`src/pkg/sig_dist_params.svh`:
```
// register offsets, field positions, reset values of the signal distribution block
`ifndef SIG_DIST_PARAMS_SVH
`define SIG_DIST_PARAMS_SVH

`define SDC_OFS_CTRL        16'h0000
`define SDC_OFS_STATUS      16'h0004
`define SDC_OFS_LATCH       16'h0008
`define SDC_OFS_LVDS_SEL    16'h0010
`define SDC_OFS_MEZZ_SEL    16'h0014
`define SDC_OFS_BUSY_SEL    16'h0018
`define SDC_OFS_TRIGGER_ONE_SEL   16'h001c
`define SDC_OFS_SYNC_SEL    16'h0020
`define SDC_OFS_LVDS_VAL    16'h0040
`define SDC_OFS_MEZZ_VAL    16'h0044

`define SDC_BIT_FORMAT      0
`define SDC_BIT_OEN         1
`define SDC_BIT_LATCH       0
`define SDC_LSB_TYPE        0
`define SDC_LSB_SRC         0

`define SDC_RST_WORD        32'h0000_0000
`define SDC_RST_BIT         1'h0
`define SDC_RST_SRC         2'h0

`endif

```
`src/pkg/sig_dist_pkg.sv`:
```
// types shared by the signal distribution block
package sig_dist_pkg;

    typedef enum logic [1:0]
    {
        SRC_LOW      = 2'b00,
        SRC_HIGH     = 2'b01,
        SRC_LIVE     = 2'b10,
        SRC_RESERVED = 2'b11
    } src_sel_t;

    typedef struct packed
    {
        logic        wr;
        logic        rd;
        logic [15:0] addr;
        logic [31:0] wdata;
    } reg_req_t;

    typedef struct packed
    {
        logic        ack;
        logic [31:0] rdata;
    } reg_rsp_t;

endpackage

```
`src/rtl/signal_distribution_control.sv`:
```
// register bank routing mezzanine, lvds, latch and backplane signals
`include "sig_dist_params.svh"

// Operation
// - control bit 1 drives mezzanine output-enable low-active
// - control bit 0 drives mezzanine signal format
// - status field shows mezzanine board type 0-3
// - latch bit distributed to all counters
// - buffered counters copy on latch rising edge
// - unbuffered counters halt while latch is one
// - lvds bit from user logic if select set
// - mezzanine bit from user logic if select set
// - busy output: low, high, builder busy, reserved
// - trigger one: low, high, backplane line, reserved
// - sync: low, high, backplane line, reserved
// - lvds value register drives unselected lvds bits
// - mezzanine value register drives unselected mezzanine bits
module signal_distribution_control #(
    parameter int LVDS_W = 32,
    parameter int MEZZ_W = 32,
    parameter int CNT_W  = 32
) (
    input  wire logic                     i_clk_sys,
    input  wire logic                     i_arst_n,
    input  wire logic                     i_clk_en,
    input  wire sig_dist_pkg::reg_req_t   i_reg_req,
    output sig_dist_pkg::reg_rsp_t        o_reg_rsp,
    input  wire logic [1:0]               i_mezz_board_type,
    input  wire logic [LVDS_W-1:0]        i_lvds_user,
    input  wire logic [MEZZ_W-1:0]        i_mezz_user,
    input  wire logic                     i_event_builder_busy,
    input  wire logic                     i_backplane_trigger_one,
    input  wire logic                     i_backplane_sync,
    input  wire logic                     i_count_event,
    output logic                          o_mezz_output_enable_n,
    output logic                          o_mezz_format_select,
    output logic                          o_counter_latch,
    output logic [LVDS_W-1:0]             o_lvds_out,
    output logic [MEZZ_W-1:0]             o_mezz_out,
    output logic                          o_busy_out,
    output logic                          o_trigger_one,
    output logic                          o_sync,
    output logic [CNT_W-1:0]              o_buffered_count,
    output logic [CNT_W-1:0]              o_unbuffered_count
);

    ////////////////////////////////////////////////////////////////////////////
    logic                   oen;
    logic                   fmt;
    logic                   latch;
    logic [LVDS_W-1:0]      lvds_sel;
    logic [MEZZ_W-1:0]      mezz_sel;
    logic [LVDS_W-1:0]      lvds_val;
    logic [MEZZ_W-1:0]      mezz_val;
    sig_dist_pkg::src_sel_t busy_sel;
    sig_dist_pkg::src_sel_t trig_sel;
    sig_dist_pkg::src_sel_t sync_sel;

    function automatic logic pick(input sig_dist_pkg::src_sel_t sel, input logic live);
        logic r;
        r = 1'b0;
        case (sel)
            sig_dist_pkg::SRC_LOW:  r = 1'b0;
            sig_dist_pkg::SRC_HIGH: r = 1'b1;
            sig_dist_pkg::SRC_LIVE: r = live;
            default:                r = 1'b0;
        endcase
        return r;
    endfunction

    ////////////////////////////////////////////////////////////////////////////
    // address decode
    wire        wr         = i_reg_req.wr;
    wire [15:0] addr       = i_reg_req.addr;
    wire [31:0] wd         = i_reg_req.wdata;
    wire        hit_ctrl   = addr == `SDC_OFS_CTRL;
    wire        hit_status = addr == `SDC_OFS_STATUS;
    wire        hit_latch  = addr == `SDC_OFS_LATCH;
    wire        hit_lsel   = addr == `SDC_OFS_LVDS_SEL;
    wire        hit_msel   = addr == `SDC_OFS_MEZZ_SEL;
    wire        hit_busy   = addr == `SDC_OFS_BUSY_SEL;
    wire        hit_trig   = addr == `SDC_OFS_TRIGGER_ONE_SEL;
    wire        hit_sync   = addr == `SDC_OFS_SYNC_SEL;
    wire        hit_lval   = addr == `SDC_OFS_LVDS_VAL;
    wire        hit_mval   = addr == `SDC_OFS_MEZZ_VAL;
    wire        wr_lval    = wr && hit_lval;
    wire        wr_mval    = wr && hit_mval;
    wire [1:0]  wd_src     = wd[`SDC_LSB_SRC +: 2];

    // unmapped addresses and unused bits read as zero
    wire [31:0] rd_data =
        hit_ctrl   ? {30'h0, oen, fmt} :
        hit_status ? {30'h0, i_mezz_board_type} :
        hit_latch  ? {31'h0, latch} :
        hit_lsel   ? 32'(lvds_sel) :
        hit_msel   ? 32'(mezz_sel) :
        hit_busy   ? {30'h0, busy_sel} :
        hit_trig   ? {30'h0, trig_sel} :
        hit_sync   ? {30'h0, sync_sel} :
        hit_lval   ? 32'(lvds_val) :
        hit_mval   ? 32'(mezz_val) :
        `SDC_RST_WORD;

    ////////////////////////////////////////////////////////////////////////////
    // register writes
    always_ff @(posedge i_clk_sys or negedge i_arst_n)
    begin
        if (!i_arst_n)
        begin
            oen      <= `SDC_RST_BIT;
            fmt      <= `SDC_RST_BIT;
            latch    <= `SDC_RST_BIT;
            lvds_sel <= '0;
            mezz_sel <= '0;
            lvds_val <= '0;
            mezz_val <= '0;
            busy_sel <= sig_dist_pkg::src_sel_t'(`SDC_RST_SRC);
            trig_sel <= sig_dist_pkg::src_sel_t'(`SDC_RST_SRC);
            sync_sel <= sig_dist_pkg::src_sel_t'(`SDC_RST_SRC);
        end
        else if (i_clk_en && wr)
        begin
            if (hit_ctrl)
            begin
                oen <= wd[`SDC_BIT_OEN];
                fmt <= wd[`SDC_BIT_FORMAT];
            end
            if (hit_latch) latch    <= wd[`SDC_BIT_LATCH];
            if (hit_lsel)  lvds_sel <= wd[LVDS_W-1:0];
            if (hit_msel)  mezz_sel <= wd[MEZZ_W-1:0];
            if (hit_lval)  lvds_val <= wd[LVDS_W-1:0];
            if (hit_mval)  mezz_val <= wd[MEZZ_W-1:0];
            if (hit_busy)  busy_sel <= sig_dist_pkg::src_sel_t'(wd_src);
            if (hit_trig)  trig_sel <= sig_dist_pkg::src_sel_t'(wd_src);
            if (hit_sync)  sync_sel <= sig_dist_pkg::src_sel_t'(wd_src);
        end
    end

    ////////////////////////////////////////////////////////////////////////////
    // register port answer, one cycle after the access
    always_ff @(posedge i_clk_sys or negedge i_arst_n)
    begin
        if (!i_arst_n)
            o_reg_rsp <= '0;
        else if (i_clk_en)
        begin
            o_reg_rsp.ack   <= i_reg_req.wr || i_reg_req.rd;
            o_reg_rsp.rdata <= i_reg_req.rd ? rd_data : `SDC_RST_WORD;
        end
    end

    ////////////////////////////////////////////////////////////////////////////
    // output routing
    wire [LVDS_W-1:0] next_lvds_out = (lvds_sel & i_lvds_user) | (~lvds_sel & lvds_val);
    wire [MEZZ_W-1:0] next_mezz_out = (mezz_sel & i_mezz_user) | (~mezz_sel & mezz_val);
    wire              next_busy_out = pick(busy_sel, i_event_builder_busy);
    wire              next_trig_one = pick(trig_sel, i_backplane_trigger_one);
    wire              next_sync     = pick(sync_sel, i_backplane_sync);

    always_ff @(posedge i_clk_sys or negedge i_arst_n)
    begin
        if (!i_arst_n)
        begin
            o_lvds_out    <= '0;
            o_mezz_out    <= '0;
            o_busy_out    <= 1'b0;
            o_trigger_one <= 1'b0;
            o_sync        <= 1'b0;
        end
        else if (i_clk_en)
        begin
            o_lvds_out    <= next_lvds_out;
            o_mezz_out    <= next_mezz_out;
            o_busy_out    <= next_busy_out;
            o_trigger_one <= next_trig_one;
            o_sync        <= next_sync;
        end
    end

    assign o_mezz_output_enable_n = oen;
    assign o_mezz_format_select   = fmt;
    assign o_counter_latch        = latch;

    ////////////////////////////////////////////////////////////////////////////
    // the same latch feeds a buffered and an unbuffered counter
    for (genvar g = 0; g < 2; g++)
    begin : g_cnt
        logic [CNT_W-1:0] count;
        latch_counter #(
            .CNT_W    (CNT_W),
            .BUFFERED (g == 0)
        ) u_cnt (
            .i_clk_sys (i_clk_sys),
            .i_arst_n  (i_arst_n),
            .i_clk_en  (i_clk_en),
            .i_latch   (latch),
            .i_event   (i_count_event),
            .o_count   (count)
        );
    end
    assign o_buffered_count   = g_cnt[0].count;
    assign o_unbuffered_count = g_cnt[1].count;
endmodule

```
`src/rtl/latch_counter.sv`:
```
// event counter obeying the global latch, buffered or unbuffered flavour
`include "sig_dist_params.svh"

module latch_counter #(
    parameter int CNT_W    = 32,
    parameter bit BUFFERED = 1'b1
) (
    input  wire logic             i_clk_sys,
    input  wire logic             i_arst_n,
    input  wire logic             i_clk_en,
    input  wire logic             i_latch,
    input  wire logic             i_event,
    output logic [CNT_W-1:0]      o_count
);

    logic             latch_q;
    logic [CNT_W-1:0] running;
    logic [CNT_W-1:0] readout;

    wire latch_rise = i_latch && !latch_q;
    wire halted     = !BUFFERED && i_latch;
    wire [CNT_W-1:0] next_running = running + CNT_W'(i_event && !halted);

    always_ff @(posedge i_clk_sys or negedge i_arst_n)
    begin
        if (!i_arst_n)
        begin
            latch_q <= 1'b0;
            running <= '0;
            readout <= '0;
        end
        else if (i_clk_en)
        begin
            latch_q <= i_latch;
            running <= next_running;
            if (latch_rise)
                readout <= running;
        end
    end

    assign o_count = BUFFERED ? readout : running;
endmodule

```
`config.mk`:
```
export PLATFORM = sky130hd
export DESIGN_NAME = signal_distribution_control
export DESIGN_NICKNAME = d
export VERILOG_FILES = /design/src/pkg/sig_dist_pkg.sv /design/src/rtl/signal_distribution_control.sv /design/src/rtl/latch_counter.sv
export VERILOG_INCLUDE_DIRS = /design/src /design/src/pkg
export SDC_FILE = /design/constraint.sdc
export NUM_CORES = 1
export LEC_CHECK = 0
export BUFFER_PORTS_ARGS = -buffer_cell sky130_fd_sc_hd__buf_4
export CORE_ASPECT_RATIO = 0.9
export CORE_UTILIZATION = 30
export CTS_CLUSTER_DIAMETER = 100
export CTS_CLUSTER_SIZE = 28
export DETAILED_ROUTE_END_ITERATION = 8
export PLACE_DENSITY_LB_ADDON = 0.3
export SLEW_MARGIN = 20
export SYNTH_ARGS = -nofsm -noshare
export SYNTH_HDL_FRONTEND = slang
export SYNTH_HIERARCHICAL = 1
export SYNTH_SLANG_ARGS = --single-unit
```
`constraint.sdc`:
```
create_clock -name i_clk_sys -period 2.3 [get_ports i_clk_sys]
set_clock_uncertainty 0.05 [all_clocks]
set_input_delay 0 -clock i_clk_sys [delete_from_list [all_inputs] [get_ports i_clk_sys]]
set_output_delay 0 -clock i_clk_sys [all_outputs]
set_load 0.1 [all_outputs]
```
* Yosys cells after proc, flatten, opt, wreduce, memory -nomap -nowiden
Index checks and enable logic that the tools add are counted.
** Word-level totals
- Bits in registers :: 334
- Input bits :: 123
- Logic and storage cells :: 77
** Cells by class
- Add/subtract/negate cells :: 2
- Eq/ne operators :: 15
- Muxes and demuxes :: 14
- Bitwise gates (word level) :: 8
- Reductions and logical operators :: 17
** Operators by type and width (count)
- 32-bit two-way mux :: 11
- 32-bit AND :: 4
- 32-bit by 1-bit adder with 32-bit output :: 2
- 16-bit by 5-bit == test with 1-bit output, second input constant :: 4
- 32-bit NOT :: 2
- 32-bit bitwise OR :: 2
- 16-bit by 7-bit == test with 1-bit output, second input constant :: 2
- 2-bit AND reduction :: 10
- 16-bit by 3-bit == test with 1-bit output, second input constant :: 1
- 16-bit by 4-bit == test with 1-bit output, second input constant :: 1
- 16-bit by 6-bit == test with 1-bit output, second input constant :: 1
- 16-bit zero test :: 1
- 2-bit by 1-bit == test with 1-bit output, second input constant :: 3
- 2-bit == test, second input constant :: 3
- 1-bit case mux with 2 select lines :: 3
- 1-bit logical AND :: 3
- 1-bit zero test :: 2
- 1-bit logical OR :: 1

* Longest topological paths before layout
Gate-level depths: netlist of run 1.
- Depth in word-level cells :: 12
- Mapped depth :: 9
- Depth with buffers taken out :: 7

* Hierarchy
Netlist of run 1, hierarchy kept.
** Modules (own cells, without submodules)
- signal_distribution_control :: times used 1, cells an instance 852, area an instance 10427.5 um2, seq. area each 5930.7 um2
- latch_counter (g_cnt[0].u_cnt) :: times used 1, cells an instance 201, area an instance 2717.6 um2, seq. area each 1626.6 um2
- latch_counter (g_cnt[1].u_cnt) :: times used 1, cells an instance 135, area an instance 1544.0 um2, seq. area each 800.8 um2

* Worst setup path after synthesis of run 1
Ideal clock, no wire load.
- Path kind :: reg-to-reg
- Start :: register g_cnt[1].u_cnt.running[0]
- End :: register g_cnt[1].u_cnt.running[28]
- Library setup time :: 0.162 ns
- Arrival time :: 2.387 ns
- Data required time :: 2.088 ns
- Setup slack :: -0.299 ns
- Cell stages (with the launch flop) :: 8
- Period minus slack after synthesis :: 2.599 ns
- Cells stage by stage :: dfrtp_1 ha_1 ha_1 and4_1 buf_4 nand4_4 nor4_1 xor2_1
** Between the ends
- Cells in the longest elaborated chain, start to end :: 1
** RTL lines
- start, declared :: RTL line latch_counter.sv:17 : logic [CNT_W-1:0] running;
- start signal, assigned :: RTL line latch_counter.sv:35 : running <= next_running;
- 32-bit by 1-bit adder with 32-bit output :: RTL line latch_counter.sv:22 : wire [CNT_W-1:0] next_running = running + CNT_W'(i_event && !halted);
Every way passes these cells.
A chain may end at the register's enable or synchronous reset.

* Worst setup path in the final report of run 1
- Start :: input port i_reg_req[39] (netlist bit)
- End :: register lvds_sel[26]
** Between the ends
- Cells in the longest elaborated chain, start to end :: 2
** RTL lines
- start, declared :: RTL line signal_distribution_control.sv:26 : input wire sig_dist_pkg::reg_req_t i_reg_req,
- 16-bit by 5-bit == test with 1-bit output (no line)
- 2-bit AND reduction (no line)
- end signal, assigned :: RTL line signal_distribution_control.sv:129 : if (hit_lsel) lvds_sel <= wd[LVDS_W-1:0];
- end, declared :: RTL line signal_distribution_control.sv:51 : logic [LVDS_W-1:0] lvds_sel;
Every way passes these cells.

==> results.txt, run 1 <==
clock sink count - 334
Worst Path Class, Setup - in -> reg
Cells after Synth - 1188
Port Buf Inserts - 289
Fin. Hold Viols - 0
Worst Path Max Fanout - 15
leak pwr - 9.46 nW
fin nets - 1729
WP data required - 2640 ps
asr flop ratio synth - 100%
Max Root-Sink Buffers - 3
relative slew slack - 50.6%
FP Rows - 76
peak supply drop - 0.445 mV
drt total wl - 42.1 mm
first-pass GRT wire length - 65.2 mm
final core utilization - 40.7%
Slew Viols, Final - 0
maximum clock rate - 450 MHz
RD Place Congestion - 0.838
Seq/Total Area, Yosys - 56.9%
GRT Total Usage - 16.6%
CTS Buf Count - 16
CTS root buffer - clkbuf_16
P per Cell Area - 598 nW/µm²
Worst EP arrival - 2570 ps
WP buf/inv - 3
share of cells above drive strength 1 - 31.6%
Netlist Area Pre-Place - 14700 µm²
iteration-0 DRC count of the detailed router - 697
global-route congestion overflow total - 0
Slowest Stage Delay on Critical Path - 550 ps
Min-Delay Path Class - in -> reg
Layout area overhead - 33.2%
initial antenna violation count - 2
Die X - 235 µm
post-synth cell types - 59
Avg WL per Cell - 18.9 µm
CP Launch Type - primary input
ys flop type - dfrtp_1
Core Region - 48100 µm²
mean post-synth cell area - 12.4 µm²
max-cap viol count - 0
crit share post-route - 96.7%
commonest non-fill, non-tap cell in the layout - dfrtp_1
most frequent cells in the layout - dfrtp_1, buf_4, mux2_2
Clk pin slew, worst setup/hold paths - 110 ps
fin crit period - 2220 ps
cell family with most CP delay - simple AND/OR/NAND/NOR gates
drt pass-1 iters - 6
vias in the first global route - 11200
worst hold slack - 80.9 ps
CTS H-tree lvls - 1
Cell Chain, Critical Path - dlygate4sd3_1 -> buf_4 -> or4b_4 -> or3_1 -> nor3_4 -> buf_12 -> mux2_1
Syn Nets - 1323
Skew-Pair Late Insertion Delay - 520 ps
IO Count - 290
DR DRC count - 0
Final HPWL DP - 28.9 mm
fill cell count - 4604
Worst-Margin Slew - 741 ps
# setup viols final - 0
Slowest-stage cell, CP - dlygate4sd3_1
largest net degree at the start of global routing - 73
RSZ-0062 raised after global routing - no
FF+latch count, synth - 334
Worst Setup End Kind - flop
via/cell ratio - 4.93
Post-synth EDFFs - 0
status - complete, no violations
die span in y - 212 µm
Post-DRT Antenna Nets - 0
total number of vias - 11000
CTS tree - built
Initial Util - 30.5%
Yosys warnings - 6
DIE AREA - 49900 µm²
stage by stage:
step	total power (W)	instances	setup slack, ps	cell area [µm²]	setup TNS (ps)
6_report	0.0117	2225	76.9	19600	0
5_1_grt	0.0122	2223	2.71	19600	0
4_1_cts	0.0119	2223	67.4	19500	0
3_5_place_dp	0.00833	2085	-24.3	17900	-186
3_3_place_gp	0.00830	2085	7.37	17900	0
2_1_floorplan	0.00758	1188	5.42	14700	0
per-layer routing:
metal	share of wire [%]	track usage (%)	wire [µm]	vias to the layer above
met5	0.029	0	12	-
met4	1.7	3.34	721	2
met3	5.6	2.93	2350	43
met2	47	27.9	19900	330
met1	45	22.6	19100	5513
li1	-	-	-	5087
layout make-up:
cell class	instances	area (µm²)	share of cell area, %
Clock buffer	20	437	2.23
Multi-Input combinational cell	775	6030	30.8
Tap cell	624	781	3.99
Clock inverter	3	32.5	0.166
Timing Repair Buffer	449	3850	19.7
Sequential cell	334	8360	42.8
Inverter	18	67.6	0.345
Antenna cell	2	5.00	0.0256
cell usage after synthesis (all sizes together), types with 3 or more instances:
master | count | share of area [%]
or4 | 4 | 0.20
xnor2 | 36 | 2.1
and3 | 9 | 0.40
nor3 | 25 | 1.1
nand2 | 71 | 1.8
mux2i | 65 | 4.4
a21o | 27 | 1.4
nor4b | 4 | 0.38
ha | 12 | 1.0
and4 | 4 | 0.24
clkbuf | 24 | 0.61
a222oi | 27 | 1.8
inv | 18 | 0.46
or3 | 3 | 0.13
and2 | 4 | 0.17
buf | 37 | 1.6
nor2 | 88 | 2.2
nand4 | 28 | 1.5
o2bb2ai | 4 | 0.24
nand3 | 21 | 0.78
nor2b | 5 | 0.21
mux2 | 169 | 13
a31oi | 3 | 0.13
dfrtp | 334 | 57
a21oi | 100 | 3.4
o21ai | 11 | 0.37
xor2 | 24 | 1.4
nor4 | 10 | 0.66
repair_timing:
item / CTS / global route
endpoints found under the hold margin: 553 / 0
resized for setup: 0 / 2
hold buffers: 115 / 0
setup buffers: 0 / 0
endpoints found under the setup margin: 0 / 6
state kept, by name (all words and copies together) (netlist names), 2 cells and up:
signal               cells
g_cnt.u_cnt/o_count     64
o_reg_rsp               33
g_cnt.u_cnt/running     32
lvds_sel                32
lvds_val                32
mezz_sel                32
mezz_val                32
o_lvds_out              32
o_mezz_out              32
busy_sel                 2
sync_sel                 2
trig_sel                 2
where the power goes:
| part | internal (W) | switching (W) | total [W] |
|---|---|---|---|
| logic | 0.000626 | 0.00150 | 0.00212 |
| clock network | 0.00139 | 0.00193 | 0.00332 |
| registers | 0.00605 | 0.000202 | 0.00625 |
| total | 0.00807 | 0.00363 | 0.0117 |
cell families after synthesis:
kind of cell | synth area share, %
compound gates | 8.29
xor+xnor | 3.58
fa+ha+maj | 1.02
buf+inv | 2.63
flops | 56.9
mux | 17.4
simple gates | 10.2
worst register-to-register path, stage by stage, from the launching register on:
cell and delay, ps:
dfrtp_4 490, nor2b_2 140, ha_1 220, ha_1 180, and4_1 260, nand4_4 240, nor4b_4 360, xor2_1 180
final timing paths:
path	endpoint	cells after the start	start	slack [ps]
max in group asynchronous	o_reg_rsp[26]	3	i_arst_n	1670
setup reg to reg	g_cnt[1].u_cnt/o_count[24]	7	o_counter_latch	130
setup / recovery	lvds_sel[26]	7	i_reg_req[39]	80
hold reg to reg	g_cnt[0].u_cnt/running[29]	1	g_cnt[0].u_cnt/running[29]	430
hold / removal	o_reg_rsp[1]	6	i_reg_req[37]	80
min in group asynchronous	g_cnt[1].u_cnt/o_count[17]	3	i_arst_n	100
Note: power is estimated with default switching activity, not from simulation.
==> run 2, diff against run 1 <==
- MAX_ROUTING_LAYER: unset -> met4
- SETUP_SLACK_MARGIN: unset -> 0.4
- clock period: 2.3 -> 2.5 ns (I/O delays scaled with it)
==> results.txt, run 2 (same netlist as run 1, synthesis figures left out) <==
share of cells above drive strength 1 - 33.2% (+1.5 points)
RSZ-0062 raised after global routing - yes
clock sink count - 334 (unchanged)
Layout area overhead - 34.7%
Worst EP arrival - 2380 ps (-190 ps)
via/cell ratio - 4.94 (+0.15%)
initial antenna violation count - 2 (unchanged)
max-cap viol count - 0 (unchanged)
Final HPWL DP - 28.3 mm (-1.9%)
Switching Share - 31.2% (+0.14 points)
P_int - 0.00744 W (-7.8%)
DIE AREA - 49900 µm² (unchanged)
Clk pin slew, worst setup/hold paths - 100 ps (about the same)
Initial Util - 30.5% (unchanged)
Worst Path Class, Setup - in -> reg
Worst Setup SP - i_reg_req[41]
most frequent cells in the layout - dfrtp_1, buf_4, dlygate4sd3_1
relative slew slack - 44.9% (-5.6 points)
largest net degree at the start of global routing - 81 (+11%)
WP buf/inv - 3 (unchanged)
Crit path top cell by count - buf_4
commonest non-fill, non-tap cell in the layout - dfrtp_1
die span in y - 212 µm (unchanged)
Min-Delay Path Class - in -> reg
CTS Buf Count - 16 (unchanged)
drt total wl - 42.6 mm (+1.2%)
fin crit period - 2020 ps
RD Place Congestion - 0.845 (+0.84%)
max reg flops - 64 (unchanged)
maximum clock rate - 495 MHz
CP Launch Type - primary input
fin nets - 1734 (+0.29%)
WP data required - 2860 ps (+220 ps)
IO Count - 290 (unchanged)
Core Region - 48100 µm² (unchanged)
Skew-Pair Late Insertion Delay - 520 ps (about the same)
global-route congestion overflow total - 0 (unchanged)
P_sw - 0.00337 W (-7.2%)
peak supply drop - 0.542 mV (+22%)
Worst-Margin Slew - 826 ps (+84.6 ps)
Die X - 235 µm (unchanged)
vias in the first global route - 11400 (+1.2%)
# setup viols final - 0 (unchanged)
drt pass-1 iters - 6 (unchanged)
setup TNS after final layout - 0 ps (unchanged)
fill cell count - 4503 (-2.2%)
CTS root buffer - clkbuf_16
Slowest-stage cell, CP - or4_1
Port Buf Inserts - 289 (unchanged)
leak pwr - 9.49 nW (+0.39%)
Worst Setup End Kind - flop
Slew Viols, Final - 0 (unchanged)
FP Rows - 76 (unchanged)
first-pass GRT wire length - 66.6 mm (+2.1%)
Comb pwr share - 18.2% (about the same)
P per Cell Area - 546 nW/µm² (-8.6%)
CTS tree - built
status - complete, no violations
Worst Path Max Fanout - 6 (-9)
worst hold slack - 56.8 ps (-24.0 ps)
clock network power share - 28.4% (about the same)
CTS H-tree lvls - 1 (unchanged)
sequential power share - 53.4% (about the same)
total number of vias - 11000 (+0.46%)
Max Root-Sink Buffers - 3 (unchanged)
Avg WL per Cell - 19.1 µm (+0.89%)
cell family with most CP delay - simple AND/OR/NAND/NOR gates
DR DRC count - 0 (unchanged)
worst hold start - i_reg_req[34]
Cell Chain, Critical Path - buf_4 -> or4_1 -> or3_1 -> buf_4 -> nor2_2 -> dlygate4sd3_1 -> o21ai_0
GRT Total Usage - 17.4% (+0.80 points)
Post-DRT Antenna Nets - 0 (unchanged)
reg-to-reg startpoint - o_counter_latch
iteration-0 DRC count of the detailed router - 601 (-14%)
crit share post-route - 80.8%
Fin. Hold Viols - 0 (unchanged)
Slowest Stage Delay on Critical Path - 740 ps (+190 ps)
run 2: cell types whose count changed in the layout (fill, tap and decap cells not counted), moves of 3 or more:
cell / previous run / this run
buf_12: 13 / 16
dfrtp_2: 2 / 23
dfrtp_1: 331 / 310
buf_4: 319 / 309
dlygate4sd3_1: 114 / 120
run 2: layout make-up:
cell class / count / area (µm²) / area share, %
clock buffer: 19 / 433 / 2.19
tap: 624 / 781 / 3.95
timing repair buffer: 453 / 3970 / 20.0
clock inverter: 4 / 37.5 / 0.190
sequential: 334 / 8390 / 42.4
inverter: 18 / 67.6 / 0.342
antenna: 4 / 10.0 / 0.0506
multi-input combinational: 776 / 6090 / 30.8
run 2: tightest hold or removal path, stage by stage:
cell,delay (ps)
buf_4,130
a21oi_1,90
nor3_1,140
nand2_1,70
o2111ai_1,90
o31ai_1,70
run 2: path summary, 6_finish.rpt:
path	slack [ps]	endpoint	cells past startpoint
worst max-delay path	480	busy_sel[0]	7
worst min-delay path	60	o_reg_rsp[0]	6
worst max register to register	490	g_cnt[1].u_cnt/o_count[26]	7
worst min register to register	430	g_cnt[1].u_cnt/o_count[15]	1
max in group asynchronous	830	g_cnt[1].u_cnt/o_count[13]	4
min in group asynchronous	500	g_cnt[1].u_cnt/o_count[4]	3
run 2: repair_timing:
action,in CTS,in global routing
endpoints found under the setup margin,8,43
pin swaps,1,2
setup buffers,0,3
cloned,1,2
hold endpoints to repair,529,0
hold buffers,122,0
resized for setup,4,11
run 2: metrics by stage:
| step | setup WS, ps | area [µm²] | utilization [%] | std cells | power (W) |
|---|---|---|---|---|---|
| 2_1_floorplan | 243 | 14800 | - | 1188 | 0.00699 |
| 3_3_place_gp | 181 | 17900 | 37.3 | 2077 | 0.00765 |
| 3_5_place_dp | 171 | 17900 | 37.3 | 2077 | 0.00767 |
| 4_1_cts | 402 | 19700 | 40.8 | 2223 | 0.0110 |
| 5_1_grt | 392 | 19800 | 41.1 | 2230 | 0.0113 |
| 6_report | 481 | 19800 | 41.1 | 2232 | 0.0108 |
run 2: routing by layer:
metal / track usage, % / part of all wire (%) / up-vias
li1: - / - / 5117
met4: 3.83 / 1.9 / 0
met5: - / 0 / -
met2: 27.2 / 47 / 320
met3: 2.86 / 5.5 / 46
met1: 23.8 / 46 / 5543
run 2: power groups by stage:
stage                     clock network (W)  registers [W]  logic [W]
after floorplan                           0        0.00668   0.000313
after global placement                    0        0.00586    0.00179
after detailed placement                  0        0.00586    0.00181
after CTS                           0.00325        0.00577    0.00198
after global routing                0.00340        0.00580    0.00207
final                               0.00307        0.00577    0.00196
==> run 3, diff against run 2 <==
- ABC_AREA: unset -> 1
- clock period: 2.5 -> 1.8 ns (I/O delays scaled with it)
==> results.txt, run 3 <==
Worst-Margin Slew - 527 ps (-299 ps)
Max Root-Sink Buffers - 3 (unchanged)
relative slew slack - 64.8% (+20 points)
crit share post-route - 93.4%
total number of vias - 13900 (+26%)
leading area contributor after synthesis - dfrtp_1
Worst Setup End Kind - flop
share of cells above drive strength 1 - 24.0% (-9.1 points)
vias in the first global route - 13900 (+23%)
DRT met1 WL - 22.7 mm (+16%)
Clk pin slew, worst setup/hold paths - 120 ps (+20 ps)
Initial Util - 30.5% (-0.074 points)
Yosys top cell area share - 54.4% (-2.5 points)
top cells by count, synth - nand2_1, dfrtp_1, o21ai_0
Worst EP arrival - 2090 ps (-290 ps)
status - complete, but fails checks
Final HPWL DP - 35.1 mm (+24%)
global-route congestion overflow total - 0 (unchanged)
die span in y - 217 µm (+2.3%)
fin nets - 2377 (+37%)
drt pass-1 iters - 6 (unchanged)
Seq/Total Area, Yosys - 54.4% (-2.5 points)
commonest non-fill, non-tap cell in the layout - nand2_1
Cells after Synth - 1811 (+52%)
Post-synth EDFFs - 0 (unchanged)
leak pwr - 9.89 nW (+4.2%)
max reg flops - 64 (unchanged)
met3 WL - 2.43 mm (+3.4%)
most frequent cells in the layout - nand2_1, buf_4, dfrtp_1
largest net degree at the start of global routing - 65 (-20%)
post-synth cell types - 35 (-41%)
clock sink count - 334 (unchanged)
RSZ-0062 raised after global routing - yes
DR DRC count - 0 (unchanged)
DR WL met2 - 23.9 mm (+20%)
peak supply drop - 0.518 mV (-4.4%)
WP data required - 2210 ps (-650 ps)
Netlist Area Pre-Place - 15400 µm² (+4.6%)
CTS Buf Count - 16 (unchanged)
initial antenna violation count - 5 (+3)
GRT Total Usage - 19.7% (+2.2 points)
# setup viols final - 0 (unchanged)
ys flop type - dfrtp_1
Port Buf Inserts - 289 (unchanged)
Post-DRT Antenna Nets - 0 (unchanged)
failing checks - negative hold slack
Core Region - 50500 µm² (+4.9%)
FF+latch count, synth - 334 (unchanged)
via/cell ratio - 4.73 (-4.2%)
first-pass GRT wire length - 78.5 mm (+18%)
iteration-0 DRC count of the detailed router - 879 (+46%)
Syn Nets - 1946 (+47%)
max-cap viol count - 0 (unchanged)
fin crit period - 1680 ps
Worst Path Class, Setup - reg -> reg
mean post-synth cell area - 8.48 µm² (-31%)
Layout area overhead - 36.4%
DP Area - 18700 µm² (+4.4%)
FP Rows - 78 (+2.6%)
Fin. Hold Viols - 44 (+44)
asr flop ratio synth - 100% (unchanged)
DIE AREA - 52100 µm² (+4.6%)
CP Launch Type - flop
Area contributors post-synth - dfrtp_1, nand2_1, o21ai_0
CTS root buffer - clkbuf_16
Yosys warnings - 6 (unchanged)
Min-Delay Path Class - in -> async
final instance area - 21000 µm² (+6.0%)
maximum clock rate - 595 MHz
Avg WL per Cell - 17.0 µm (-11%)
drt total wl - 49.9 mm (+17%)
CTS H-tree lvls - 1 (unchanged)
worst hold slack - -67.7 ps (-125 ps)
Worst Path Max Fanout - 3 (-3)
Die X - 241 µm (+2.3%)
P per Cell Area - 703 nW/µm² (+29%)
DR top layer - met4
RD Place Congestion - 0.910 (+7.7%)
IO Count - 290 (unchanged)
CTS tree - built
Skew-Pair Late Insertion Delay - 550 ps (+30 ps)
Slew Viols, Final - 0 (unchanged)
most frequent cell after synthesis - nand2_1
run 3: changes by cell type after synthesis, sizes merged, moves of 63 or more:
| cell | change |
|---|---|
| mux2i | -63 |
| nor2 | +105 |
| a21oi | -66 |
| inv | +169 |
| nand2 | +419 |
| o21ai | +286 |
| mux2 | -162 |
run 3: final timing paths:
kind	startpoint	to	slack (ps)	cells after the start
min in group i_clk_sys	i_reg_req[37]	trig_sel[1]	-40	6
hold reg to reg	g_cnt[0].u_cnt/running[31]	g_cnt[0].u_cnt/running[31]	440	2
setup / recovery	o_counter_latch	g_cnt[1].u_cnt/o_count[19]	120	9
setup reg to reg	o_counter_latch	g_cnt[1].u_cnt/o_count[19]	120	9
hold / removal	i_arst_n	g_cnt[1].u_cnt/o_count[21]	-70	2
max in group asynchronous	i_arst_n	g_cnt[0].u_cnt/running[23]	950	3
run 3: layer usage:
metal,GRT usage (%),vias up
met2,32.1,322
li1,-,6715
met3,3.06,44
met5,-,-
met4,3.97,0
met1,25.7,6801
run 3: cells by family (layout without fill, tap and decap cells):
kind of cell	Yosys count	count (layout)	synth area share, %
simple gates	756	757	21.0
compound gates	398	398	14.1
flops	334	334	54.4
buf+inv	262	698	6.66
xor+xnor	40	40	2.28
fa+ha+maj	12	12	0.977
mux	9	9	0.643
other cells	0	5	0
run 3: repair_timing:
item,4_1_cts,5_1_grt
cloned,0,1
endpoints found under the hold margin,551,36
setup endpoints to repair,77,245
hold buffers,112,3
resized for setup,26,58
buffers inserted,22,15
pin swaps,26,21
run 3: worst max-delay path, stage by stage (launching register included):
cell     delay (ps)
dfrtp_4         510
nor2_4          110
ha_4            150
buf_4           120
nand3_4          60
nor2_4          160
buf_6           120
nand3_4          70
nor2_4          120
xor2_1          140
run 3: final cells by class:
class,count,area [µm²]
inverter,189,711
fill,4988,29500
clock buffer,18,429
timing repair buffer,485,4170
sequential,334,8420
antenna,5,12.5
tap,680,851
multi-input combinational,1216,6320
clock inverter,6,43.8
run 3: power breakdown:
group          internal [W]  leakage, nW  total (W)  switching, W
sequential          0.00770         4.45    0.00792      0.000226
clock               0.00176        0.231    0.00433       0.00257
combinational      0.000843         5.21    0.00248       0.00163
total                0.0103         9.89     0.0147       0.00442
run 3: stage by stage:
stage | setup TNS (ps) | total power [W] | instances | setup WS, ps | util [%]
2_1_floorplan | -61.3 | 0.00928 | 1811 | -25.6 | -
5_1_grt | 0 | 0.0153 | 2932 | 19.8 | 41.5
4_1_cts | 0 | 0.0148 | 2910 | 132 | 40.8
3_5_place_dp | 0 | 0.0101 | 2752 | 97.7 | 37.1
6_report | 0 | 0.0147 | 2933 | 119 | 41.5
3_3_place_gp | 0 | 0.0101 | 2752 | 98.4 | 37.1
